==> config.mk <==
export PLATFORM = sky130hd
export DESIGN_NAME = cdc_config_done_chain
export DESIGN_NICKNAME = d
export VERILOG_FILES = /design/src/verilog/cdc_pkg.sv /design/src/verilog/cdc_config_done_chain.sv
export SDC_FILE = /design/constraint.sdc
export NUM_CORES = 1
export LEC_CHECK = 0
export ABC_AREA = 1
export BUFFER_PORTS_ARGS = -buffer_cell sky130_fd_sc_hd__buf_2
export CAP_MARGIN = 20
export CELL_PAD_IN_SITES_DETAIL_PLACEMENT = 1
export CELL_PAD_IN_SITES_GLOBAL_PLACEMENT = 2
export CORE_MARGIN = 2
export CORE_UTILIZATION = 37
export DETAILED_ROUTE_END_ITERATION = 12
export HOLD_SLACK_MARGIN = 0.12
export PLACE_DENSITY_LB_ADDON = 0.1
export SLEW_MARGIN = 10
export SYNTH_ARGS = -nofsm -noshare
export SYNTH_HDL_FRONTEND = slang
export SYNTH_SLANG_ARGS = --single-unit
==> constraint.sdc <==
create_clock -name core_clk_in -period 3.1 [get_ports core_clk_in]
set_input_delay 0.31 -clock core_clk_in [delete_from_list [all_inputs] [get_ports core_clk_in]]
set_output_delay 0.31 -clock core_clk_in [all_outputs]
set_load 0.02 [all_outputs]
==> src/verilog/cdc_pkg.sv <==
// package: constants and types for the configuration done and chain controller
package cdc_pkg;
   localparam int CDC_LOAD_DIV_DEFAULT = 2;
   localparam int CDC_IMAGE_BITS_DEFAULT = 64;
   localparam int CDC_INIT_CYCLES_DEFAULT = 16;
   localparam logic [7:0] CDC_READ_OPCODE = 8'h03;
   localparam int CDC_OPCODE_BITS = 8;
   localparam int CDC_ADDR_BITS = 24;
   localparam logic CDC_CHAIN_RESET = 1'b1;

   typedef enum logic [2:0] {
      CDC_ST_RESET = 3'h0,
      CDC_ST_LOAD = 3'h1,
      CDC_ST_WAIT_DONE = 3'h3,
      CDC_ST_INIT = 3'h2,
      CDC_ST_USER = 3'h6,
      CDC_ST_ERROR = 3'h7
   } cdc_state_t;

   typedef struct packed {
      logic out;
      logic oe;
   } cdc_od_pin_t;

   typedef struct packed {
      cdc_state_t state;
      logic [2:0] done_sync;
      logic done_high;
      logic [2:0] ce_sync;
      logic ce_low;
      logic [2:0] rcfg_sync;
      logic rcfg_low;
      logic [2:0] err_sync;
      logic err_low;
      logic [15:0] bit_cnt;
      logic [15:0] init_cnt;
      logic [7:0] div_cnt;
      logic clk_level;
      logic done_oe;
      logic err_oe;
      logic chain_n;
      logic cmd_bit;
      logic cs_n;
      logic user_mode;
      logic data_strobe;
      logic data_bit;
   } cdc_state_reg_t;
endpackage : cdc_pkg
==> src/verilog/cdc_config_done_chain.sv <==
// module: completion line, chain enable and active-serial memory control
`timescale 1ns/1ns
`default_nettype none
module cdc_config_done_chain #(
   parameter int LOAD_DIV = cdc_pkg::CDC_LOAD_DIV_DEFAULT,
   parameter int IMAGE_BITS = cdc_pkg::CDC_IMAGE_BITS_DEFAULT,
   parameter int INIT_CYCLES = cdc_pkg::CDC_INIT_CYCLES_DEFAULT
) (
   // clock and reset
   input wire logic core_clk_in,
   input wire logic rst_in,
   // mode and chain
   input wire logic active_serial_mode_in,
   input wire logic chip_enable_in_n,
   input wire logic reconfigure_request_n_in,
   input wire logic scan_program_req_in,
   output logic chain_enable_out_n,
   output logic scan_program_ok_out,
   // completion line, open drain
   input wire logic completion_line_in,
   output logic completion_line_out,
   output logic completion_line_oe_out,
   // error status line, open drain
   input wire logic error_status_line_in,
   output logic error_status_line_out,
   output logic error_status_line_oe_out,
   // loader side
   input wire logic load_error_in,
   input wire logic data_bit_in,
   output logic data_strobe_out,
   output logic data_bit_out,
   output logic user_mode_out,
   // serial memory
   output logic load_clock_out,
   output logic serial_command_out,
   output logic memory_select_out_n
);
   localparam int CMD_BITS = cdc_pkg::CDC_OPCODE_BITS + cdc_pkg::CDC_ADDR_BITS;

   initial begin
      if (LOAD_DIV < 1 || LOAD_DIV > 255 || IMAGE_BITS < 1 || IMAGE_BITS > 65535 - CMD_BITS
          || INIT_CYCLES < 1 || INIT_CYCLES > 65535) begin
         $error("cdc_config_done_chain: parameter out of range");
      end
   end

   localparam logic [15:0] TOTAL_BITS = 16'(IMAGE_BITS + CMD_BITS);
   localparam logic [15:0] CMD_LAST = 16'(CMD_BITS);
   localparam logic [15:0] INIT_LAST = 16'(INIT_CYCLES - 1);
   localparam logic [7:0] DIV_LAST = 8'(LOAD_DIV - 1);
   localparam logic [CMD_BITS-1:0] CMD_WORD = {cdc_pkg::CDC_READ_OPCODE, 24'h000000};

   // filtered level: move once the second and third stages agree
   function automatic logic filt(input logic [2:0] s, input logic cur);
      filt = (s[1] == s[2]) ? s[2] : cur;
   endfunction

   cdc_pkg::cdc_state_reg_t s_reg;
   cdc_pkg::cdc_state_reg_t s_next;
   logic rise;
   logic fall;

   always_comb begin
      s_next = s_reg;
      s_next.data_strobe = 1'b0;
      s_next.done_sync = {s_reg.done_sync[1:0], completion_line_in};
      s_next.ce_sync = {s_reg.ce_sync[1:0], ~chip_enable_in_n};
      s_next.rcfg_sync = {s_reg.rcfg_sync[1:0], ~reconfigure_request_n_in};
      s_next.err_sync = {s_reg.err_sync[1:0], ~error_status_line_in};
      s_next.done_high = filt(s_reg.done_sync, s_reg.done_high);
      s_next.ce_low = filt(s_reg.ce_sync, s_reg.ce_low);
      s_next.rcfg_low = filt(s_reg.rcfg_sync, s_reg.rcfg_low);
      s_next.err_low = filt(s_reg.err_sync, s_reg.err_low);
      rise = 1'b0;
      fall = 1'b0;
      if (s_reg.div_cnt == DIV_LAST) begin
         s_next.div_cnt = 8'h00;
         rise = ~s_reg.clk_level;
         fall = s_reg.clk_level;
      end else begin
         s_next.div_cnt = s_reg.div_cnt + 8'h01;
      end
      unique case (s_reg.state)
         cdc_pkg::CDC_ST_RESET: begin
            s_next.done_oe = 1'b1;
            s_next.err_oe = 1'b0;
            s_next.chain_n = cdc_pkg::CDC_CHAIN_RESET;
            s_next.cs_n = 1'b1;
            s_next.clk_level = 1'b1;
            s_next.cmd_bit = 1'b1;
            s_next.bit_cnt = 16'h0000;
            s_next.user_mode = 1'b0;
            // release of the reconfigure request starts a load while chip enable is low
            if (!s_reg.rcfg_low && s_reg.ce_low) begin
               s_next.state = cdc_pkg::CDC_ST_LOAD;
            end
         end
         cdc_pkg::CDC_ST_LOAD: begin
            s_next.done_oe = 1'b1;
            if (!s_reg.ce_low) begin
               // enable lost: park, no memory select, no data
               s_next.cs_n = 1'b1;
               s_next.clk_level = 1'b1;
            end else if (active_serial_mode_in) begin
               s_next.cs_n = 1'b0;
               if (rise || fall) begin
                  s_next.clk_level = rise;
               end
               if (fall) begin
                  // command shifted out on falling edges
                  s_next.cmd_bit = (s_reg.bit_cnt < CMD_LAST) ?
                     CMD_WORD[CMD_BITS - 1 - 32'(s_reg.bit_cnt)] : 1'b1;
               end
               if (rise) begin
                  s_next.bit_cnt = s_reg.bit_cnt + 16'h0001;
                  if (s_reg.bit_cnt >= CMD_LAST) begin
                     s_next.data_strobe = 1'b1;
                     s_next.data_bit = data_bit_in;
                  end
               end
            end else begin
               // other schemes: pins free, each cycle counts as one bit
               s_next.cs_n = 1'b1;
               s_next.data_strobe = 1'b1;
               s_next.data_bit = data_bit_in;
               s_next.bit_cnt = s_reg.bit_cnt + 16'h0001;
            end
            if (s_reg.bit_cnt >= TOTAL_BITS || (!active_serial_mode_in
                && s_reg.bit_cnt >= TOTAL_BITS - CMD_LAST)) begin
               s_next.state = cdc_pkg::CDC_ST_WAIT_DONE;
               // count already complete: no extra bit on the closing cycle
               s_next.data_strobe = 1'b0;
               s_next.bit_cnt = s_reg.bit_cnt;
               s_next.cs_n = 1'b1;
               s_next.clk_level = 1'b1;
               s_next.done_oe = 1'b0; // error-free image: release
               s_next.init_cnt = 16'h0000;
            end
         end
         cdc_pkg::CDC_ST_WAIT_DONE: begin
            // others may hold the line low and delay init
            if (s_reg.done_high) begin
               s_next.state = cdc_pkg::CDC_ST_INIT;
            end
         end
         cdc_pkg::CDC_ST_INIT: begin
            s_next.init_cnt = s_reg.init_cnt + 16'h0001;
            if (s_reg.init_cnt == INIT_LAST) begin
               s_next.state = cdc_pkg::CDC_ST_USER;
               s_next.user_mode = 1'b1;
               s_next.chain_n = 1'b0;
            end
         end
         cdc_pkg::CDC_ST_USER: begin
            // completion and status lines are ignored here
            s_next.user_mode = 1'b1;
         end
         cdc_pkg::CDC_ST_ERROR: begin
            s_next.err_oe = 1'b1;
            s_next.done_oe = 1'b1;
            s_next.cs_n = 1'b1;
         end
         default: begin
            s_next.state = cdc_pkg::CDC_ST_RESET;
         end
      endcase
      if ((load_error_in || s_reg.err_low) && s_reg.state != cdc_pkg::CDC_ST_USER
          && s_reg.state != cdc_pkg::CDC_ST_RESET && s_reg.state != cdc_pkg::CDC_ST_ERROR) begin
         s_next.state = cdc_pkg::CDC_ST_ERROR;
         s_next.err_oe = 1'b1;
         s_next.done_oe = 1'b1;
         s_next.cs_n = 1'b1;
      end
      // request low in any state throws the image away
      if (s_reg.rcfg_low) begin
         s_next.state = cdc_pkg::CDC_ST_RESET;
         s_next.err_oe = 1'b0;
         s_next.done_oe = 1'b1;
         s_next.chain_n = 1'b1;
         s_next.user_mode = 1'b0;
         s_next.cs_n = 1'b1;
      end
   end

   always_ff @(posedge core_clk_in) begin
      if (rst_in) begin
         s_reg <= '0;
         s_reg.state <= cdc_pkg::CDC_ST_RESET;
         s_reg.done_oe <= 1'b1;
         s_reg.chain_n <= cdc_pkg::CDC_CHAIN_RESET;
         s_reg.cs_n <= 1'b1;
         s_reg.clk_level <= 1'b1;
         s_reg.cmd_bit <= 1'b1;
         s_reg.rcfg_low <= 1'b1;
      end else begin
         s_reg <= s_next;
      end
   end

   // scan programming gate registered with the enable level
   logic scan_ok_reg;
   always_ff @(posedge core_clk_in) begin
      if (rst_in) begin
         scan_ok_reg <= 1'b0;
      end else begin
         scan_ok_reg <= scan_program_req_in & s_reg.ce_low;
      end
   end

   assign chain_enable_out_n = s_reg.chain_n;
   assign scan_program_ok_out = scan_ok_reg;
   assign completion_line_out = 1'b0;
   assign completion_line_oe_out = s_reg.done_oe;
   assign error_status_line_out = 1'b0;
   assign error_status_line_oe_out = s_reg.err_oe;
   assign data_strobe_out = s_reg.data_strobe;
   assign data_bit_out = s_reg.data_bit;
   assign user_mode_out = s_reg.user_mode;
   assign load_clock_out = s_reg.clk_level;
   assign serial_command_out = s_reg.cmd_bit;
   assign memory_select_out_n = s_reg.cs_n;
endmodule // cdc_config_done_chain
`default_nettype wire

# Word level (Yosys, flattened, before mapping)
# Memories as Yosys holds them, arrays and structs flattened.
# Index checks and enable logic that the tools add are counted.
dict set report op_classes {
  add_sub_neg 4
  multipliers 0
  n_div 0
  magnitude_cmp 5
  n_eq_ne 29
  shifts 0
  n_mux 39
  bitwise_logic 7
  reduce_logical 32
}
# operator count
set op_table {}
lappend op_table {{16-bit one-hot mux with 2 select lines} 2}
lappend op_table {{16-bit two-way mux} 3}
lappend op_table {{16-bit by 1-bit adder with 16-bit output (second input constant)} 2}
lappend op_table {{16-bit by 7-bit greater-or-equal comparator with 1-bit output (second input constant)} 2}
lappend op_table {{32-bit by 6-bit less-than comparator with 1-bit output (second input constant)} 1}
lappend op_table {{32-bit two-way mux} 1}
lappend op_table {{3-bit inequality test (second input constant)} 7}
lappend op_table {{5-bit by 16-bit subtractor with 17-bit output (first input constant)} 1}
lappend op_table {{16-bit by 4-bit equality test with 1-bit output (second input constant)} 1}
lappend op_table {{16-bit by 6-bit greater-or-equal comparator with 1-bit output (second input constant)} 1}
lappend op_table {{16-bit by 6-bit less-than comparator with 1-bit output (second input constant)} 1}
lappend op_table {{1-bit two-way mux} 16}
lappend op_table {{3-bit two-way mux} 5}
lappend op_table {{3-bit one-hot mux with 5 select lines} 1}
lappend op_table {{2-bit inequality test (second input constant)} 6}
lappend op_table {{1-bit one-hot mux with 2 select lines} 6}
lappend op_table {{4-bit AND reduction} 3}
lappend op_table {{3-bit nonzero test} 3}
lappend op_table {{8-bit by 1-bit adder with 8-bit output (second input constant)} 1}
lappend op_table {{8-bit by 1-bit equality test with 1-bit output (second input constant)} 1}
lappend op_table {{2-bit two-way mux} 4}
lappend op_table {{4-bit inequality test (second input constant)} 2}
lappend op_table {{2-bit nonzero test} 4}
lappend op_table {{2-bit OR reduction} 4}
lappend op_table {{other kinds (17)} 38}
dict set report word_totals {
  register_bits 69
  latchBits 0
  ramBits 0
  mem_bits_ro 32
  input_bits 10
  out_inout_bits 12
  elab_cells 139
  mem_count 1
}
# memory words word_bits read_ports rd_ports_with_merged_regs wr line_no
set memory_table {}
lappend memory_table {{(no name shown)} 32 1 1 0 0 cdc_config_done_chain.sv:112} ;# CMD_WORD[CMD_BITS - 1 - 32'(s_reg.bit_cnt)] : 1'b1;

# Logic depth before layout (Yosys ltp)
dict set report logic_depth {
  word_depth 8
  mapped_depth 13
  mapped_depth_nobuf 13
}

# Worst setup path after synthesis
# OpenSTA, ideal clock, no wires.
dict set report synth_path {
  kind {reg2reg}
  startpoint {reg s_reg[17] (netlist name)}
  endpoint {reg s_reg[31] (netlist name)}
  setup_time_ns 0.119
  arrival_time_ns 1.321
  required_time_ns 2.981
  path_slack_ns 1.660
  stages_incl_launch_ff 9
  path_buffers 0
  synth_period_minus_slack_ns 1.440
  cell_sequence {dfxtp_1 > ha_1 > nand3_1 > nor2_1 > nand4_1 > nor2_1 > nand3_1 > o21ai_0 > a21oi_1}
}
dict set report synth_via {
  elab_chain_len 2
}
# item line_no
set synth_rtl {}
lappend synth_rtl {{from (decl)} cdc_config_done_chain.sv:58} ;# cdc_pkg::cdc_state_reg_t s_reg;
lappend synth_rtl {{from (signal assigned)} cdc_config_done_chain.sv:196} ;# s_reg <= s_next;
lappend synth_rtl {{16-bit by 1-bit adder with 16-bit output} cdc_config_done_chain.sv:147} ;# s_next.init_cnt = s_reg.init_cnt + 16'h0001;
lappend synth_rtl {{16-bit one-hot mux with 2 select lines} cdc_config_done_chain.sv:83} ;# unique case (s_reg.state)
# Every way passes these cells.
# A chain may end at the register's enable or synchronous reset.

# Worst setup path in the final report
dict set report layout_path {
  startpoint {reg s_reg[65] (netlist name)}
  endpoint {reg s_reg[30] (netlist name)}
}
dict set report layout_via {
  elab_chain_len 3
  word_cells_on_any_way 6
  cone_classes {eq/ne (3); mux (1); reduce/logical (2)}
}
# item line_no
set layout_rtl {}
lappend layout_rtl {{3-bit by 1-bit equality test with 1-bit output / 3-bit by 2-bit equality test with 1-bit output (equally long branches)} cdc_config_done_chain.sv:83}
lappend layout_rtl {{2-bit inequality test (no line) / 2-bit nonzero test (equally long branches)} -}
lappend layout_rtl {{2-bit AND reduction (no line)} -}
# Parallel ways exist; a longest one is shown, timed or not.

==> flow_summary.json <==
{
  "yosys.area_share.xor_xnor": 0.0111,
  "final_util": 0.436,
  "leakage_nw": 1.39,
  "fp.coreArea_um2": 8220,
  "path_class": "register to register",
  "first_pass_iters": 4,
  "clk_pin_slew_ns": 0.08,
  "ys_ff_latch": 69,
  "synth_top_family_by_area": "simple AND/OR/NAND/NOR gates",
  "antenna_found_initial": 0,
  "rrSetupSlack_ns": 1.16,
  "synth-edff-count": 0,
  "cts_setup_buffers": 0,
  "drive_gt1_frac": 0.135,
  "status": "finished, final reports clean",
  "grt_overflow": 0,
  "synth_fa_ha_area_frac": 0.0191,
  "ctsHtreeMaxLevel": 3,
  "cts_tree": "done",
  "grt_pass1_wl_um": 13000,
  "cp-start-kind": "register",
  "max_freq_mhz": 515,
  "cts_made_buffers": 9,
  "clkSinkCount": 69,
  "design.portCount": 22,
  "p_per_area_nw_per_um2": 510,
  "hold_class": "primary input to register",
  "min_period_ns": 1.94,
  "synth_cell_types": 40,
  "nets": 475,
  "slew_violations": 0,
  "internal-power_w": 0.00139,
  "finClkSkew_ns": 0.0107,
  "wire_per_inst_um": 13.3,
  "vdd_drop_max_uv": 281,
  "crit_chain": "inv_1 > nand2_1 > nor2_1 > buf_4 > inv_1 > nand2_2 > inv_2 > nand2_1 > a21oi_1",
  "netlist_instances": 437,
  "drv_cap": 0,
  "wl_um": 7590,
  "largest_register_ffs": 51,
  "grtUsageTotal": 0.183,
  "syn_avg_cell_area_um2": 7.20,
  "synth_mux_area_frac": 0,
  "synthSimpleGateAreaFrac": 0.329,
  "drc": 0,
  "pwr-share-seq": 0.497,
  "cp_max_fo": 12,
  "crit_slowest_cell": "nor2_1",
  "port_buffers": 19,
  "grt_pass1_vias": 2800,
  "placed_cells": 552,
  "synth_compound_area_frac": 0.113,
  "yosysSeqAreaShare": 0.439,
  "routabilityCongestion": 0.797,
  "die_area_um2": 9260,
  "netSwitchingFraction": 0.240,
  "dr_total_vias": 2817,
  "rows": 33,
  "antenna_left": 0,
  "holdWs_ns": 0.170,
  "finalCritPeriodShare": 0.626,
  "ys_async_sr_fraction": 0,
  "crit_required_ns": 3.31,
  "worstPathArrival_ns": 2.15,
  "p_total_w": 0.00182,
  "p_clk_frac": 0.464,
  "p_switching_w": 0.000437,
  "grt_max_degree": 43,
  "ctsResizeCount": 0,
  "setup_viol": 0,
  "syn_to_final_growth_pct": 13.8,
  "chipWidth_um": 96.2,
  "grt_setup_unrepaired": "no",
  "holdBufCountCts": 3,
  "ys.flop_type": "dfxtp_1",
  "clock_path_buffers": 2,
  "finalHoldViolations": 0,
  "crit_path_end_kind": "register",
  "root_buffer": "clkbuf_8",
  "critPathMaxStageDelay_ns": 0.57,
  "clk_latency_ns": 0.34,
  "vias_per_cell": 4.93,
  "max_slew_margin": 0.503,
  "synth-warning-count": 0,
  "tns_ns": 0,
  "fin_cells": 571,
  "start_util": 0.383,
  "netlist_area_um2": 3150,
  "die_h_um": 96.2,
  "dp_hpwl_um": 5510,
  "drtIter0Drc": 135,
  "combPwrFrac": 0.039,
  "worst_pin_slew_ns": 0.743,
  "antenna_cells": 0
}
cells in the mapped netlist, drive strengths merged, types with 4 or more instances:
| library cell | number | area [µm²] |
|---|---|---|
| buf | 5 | 42.5 |
| xor2 | 4 | 35.0 |
| nand3 | 40 | 218 |
| nand2 | 93 | 377 |
| nor3 | 8 | 45.0 |
| clkbuf | 7 | 26.3 |
| a21oi | 38 | 194 |
| inv | 54 | 205 |
| o21ai | 16 | 80.1 |
| ha | 4 | 50.1 |
| nor3b | 4 | 30.0 |
| dfxtp | 69 | 1380 |
| nand4 | 5 | 37.5 |
| nor2 | 74 | 290 |
worst paths after layout:
| check | from | endpoint | depth (start not counted) |
|---|---|---|---|
| max reg2reg | s_reg[65] | s_reg[30] | 9 |
| max | s_reg[65] | s_reg[30] | 9 |
| min reg2reg | s_next[63] | s_next[64] | 2 |
| min | completion_line_in | s_next[63] | 3 |
per-stage QoR:
| step | cell area [µm²] | setup slack [ns] |
|---|---|---|
| after floorplan | 3150 | 1.66 |
| after global placement | 3320 | 1.23 |
| after detailed placement | 3320 | 1.14 |
| after CTS | 3580 | 1.13 |
| after global routing | 3580 | 0.890 |
| final | 3580 | 1.16 |
cell type report:
| class | instances | area, µm² |
|---|---|---|
| inverter | 54 | 205 |
| sequential | 69 | 1380 |
| clock inverter | 7 | 105 |
| timing repair buffer | 24 | 140 |
| multi-input combinational | 303 | 1490 |
| clock buffer | 9 | 124 |
| fill | 1053 | 4640 |
| tap | 105 | 131 |
power by group through the flow:
| stage | Combinational [W] | Sequential [W] | Clock, W |
|---|---|---|---|
| after global placement | 0.0000675 | 0.000928 | 0 |
| after global routing | 0.0000822 | 0.000909 | 0.000918 |
| after CTS | 0.0000731 | 0.000907 | 0.000876 |
| after floorplan | 0.0000497 | 0.000926 | 0 |
| final | 0.0000716 | 0.000907 | 0.000846 |
| after detailed placement | 0.0000697 | 0.000928 | 0 |
cell usage in the layout (no fill, tap or decap), drive strengths merged:
master        n
clkinv        1
and3          1
nor2         74
ha            4
o21ai        16
dlygate4sd3   3
nand4         5
o2111ai       1
clkinvlp      1
inv          57
a211oi        3
a21oi        38
or2           3
xor2          4
o31ai         1
nand3b        1
bufinv        2
conb          2
nor3b         4
clkbuf        9
nor4          1
dfxtp        69
nor3          8
nand2        93
maj3          1
o21bai        1
buf          21
nand3        40
o211ai        2
cells by family (layout without fill, tap and decap cells):
kind of cell               count (synthesis)  count (layout)
AOI/OAI and AO/OA                         62              62
and+or+nand+nor                          230             230
xor gates and xnor gates                   4               4
buffers and inverters                     66              94
other                                      1               2
DFF                                       69              69
adders and majority gates                  5               5
critical path: cells and delay by family (launching register included):
kind | cells | cell delay [ns]
AO/OA/AOI/OAI | 1 | 0.06
AND/OR/NAND/NOR | 4 | 0.79
buffers and inverters | 4 | 0.59
flip-flops | 1 | 0.38
per-layer routing:
layer / track usage / share of wire / up-vias
met5: 0 / 0 / -
met4: 0.0690 / 0.016 / 0
met3: 0.0352 / 0.027 / 9
met2: 0.290 / 0.46 / 33
met1: 0.244 / 0.50 / 1327
li1: - / - / 1448
No activity file was read; power rests on OpenSTA's default activity.
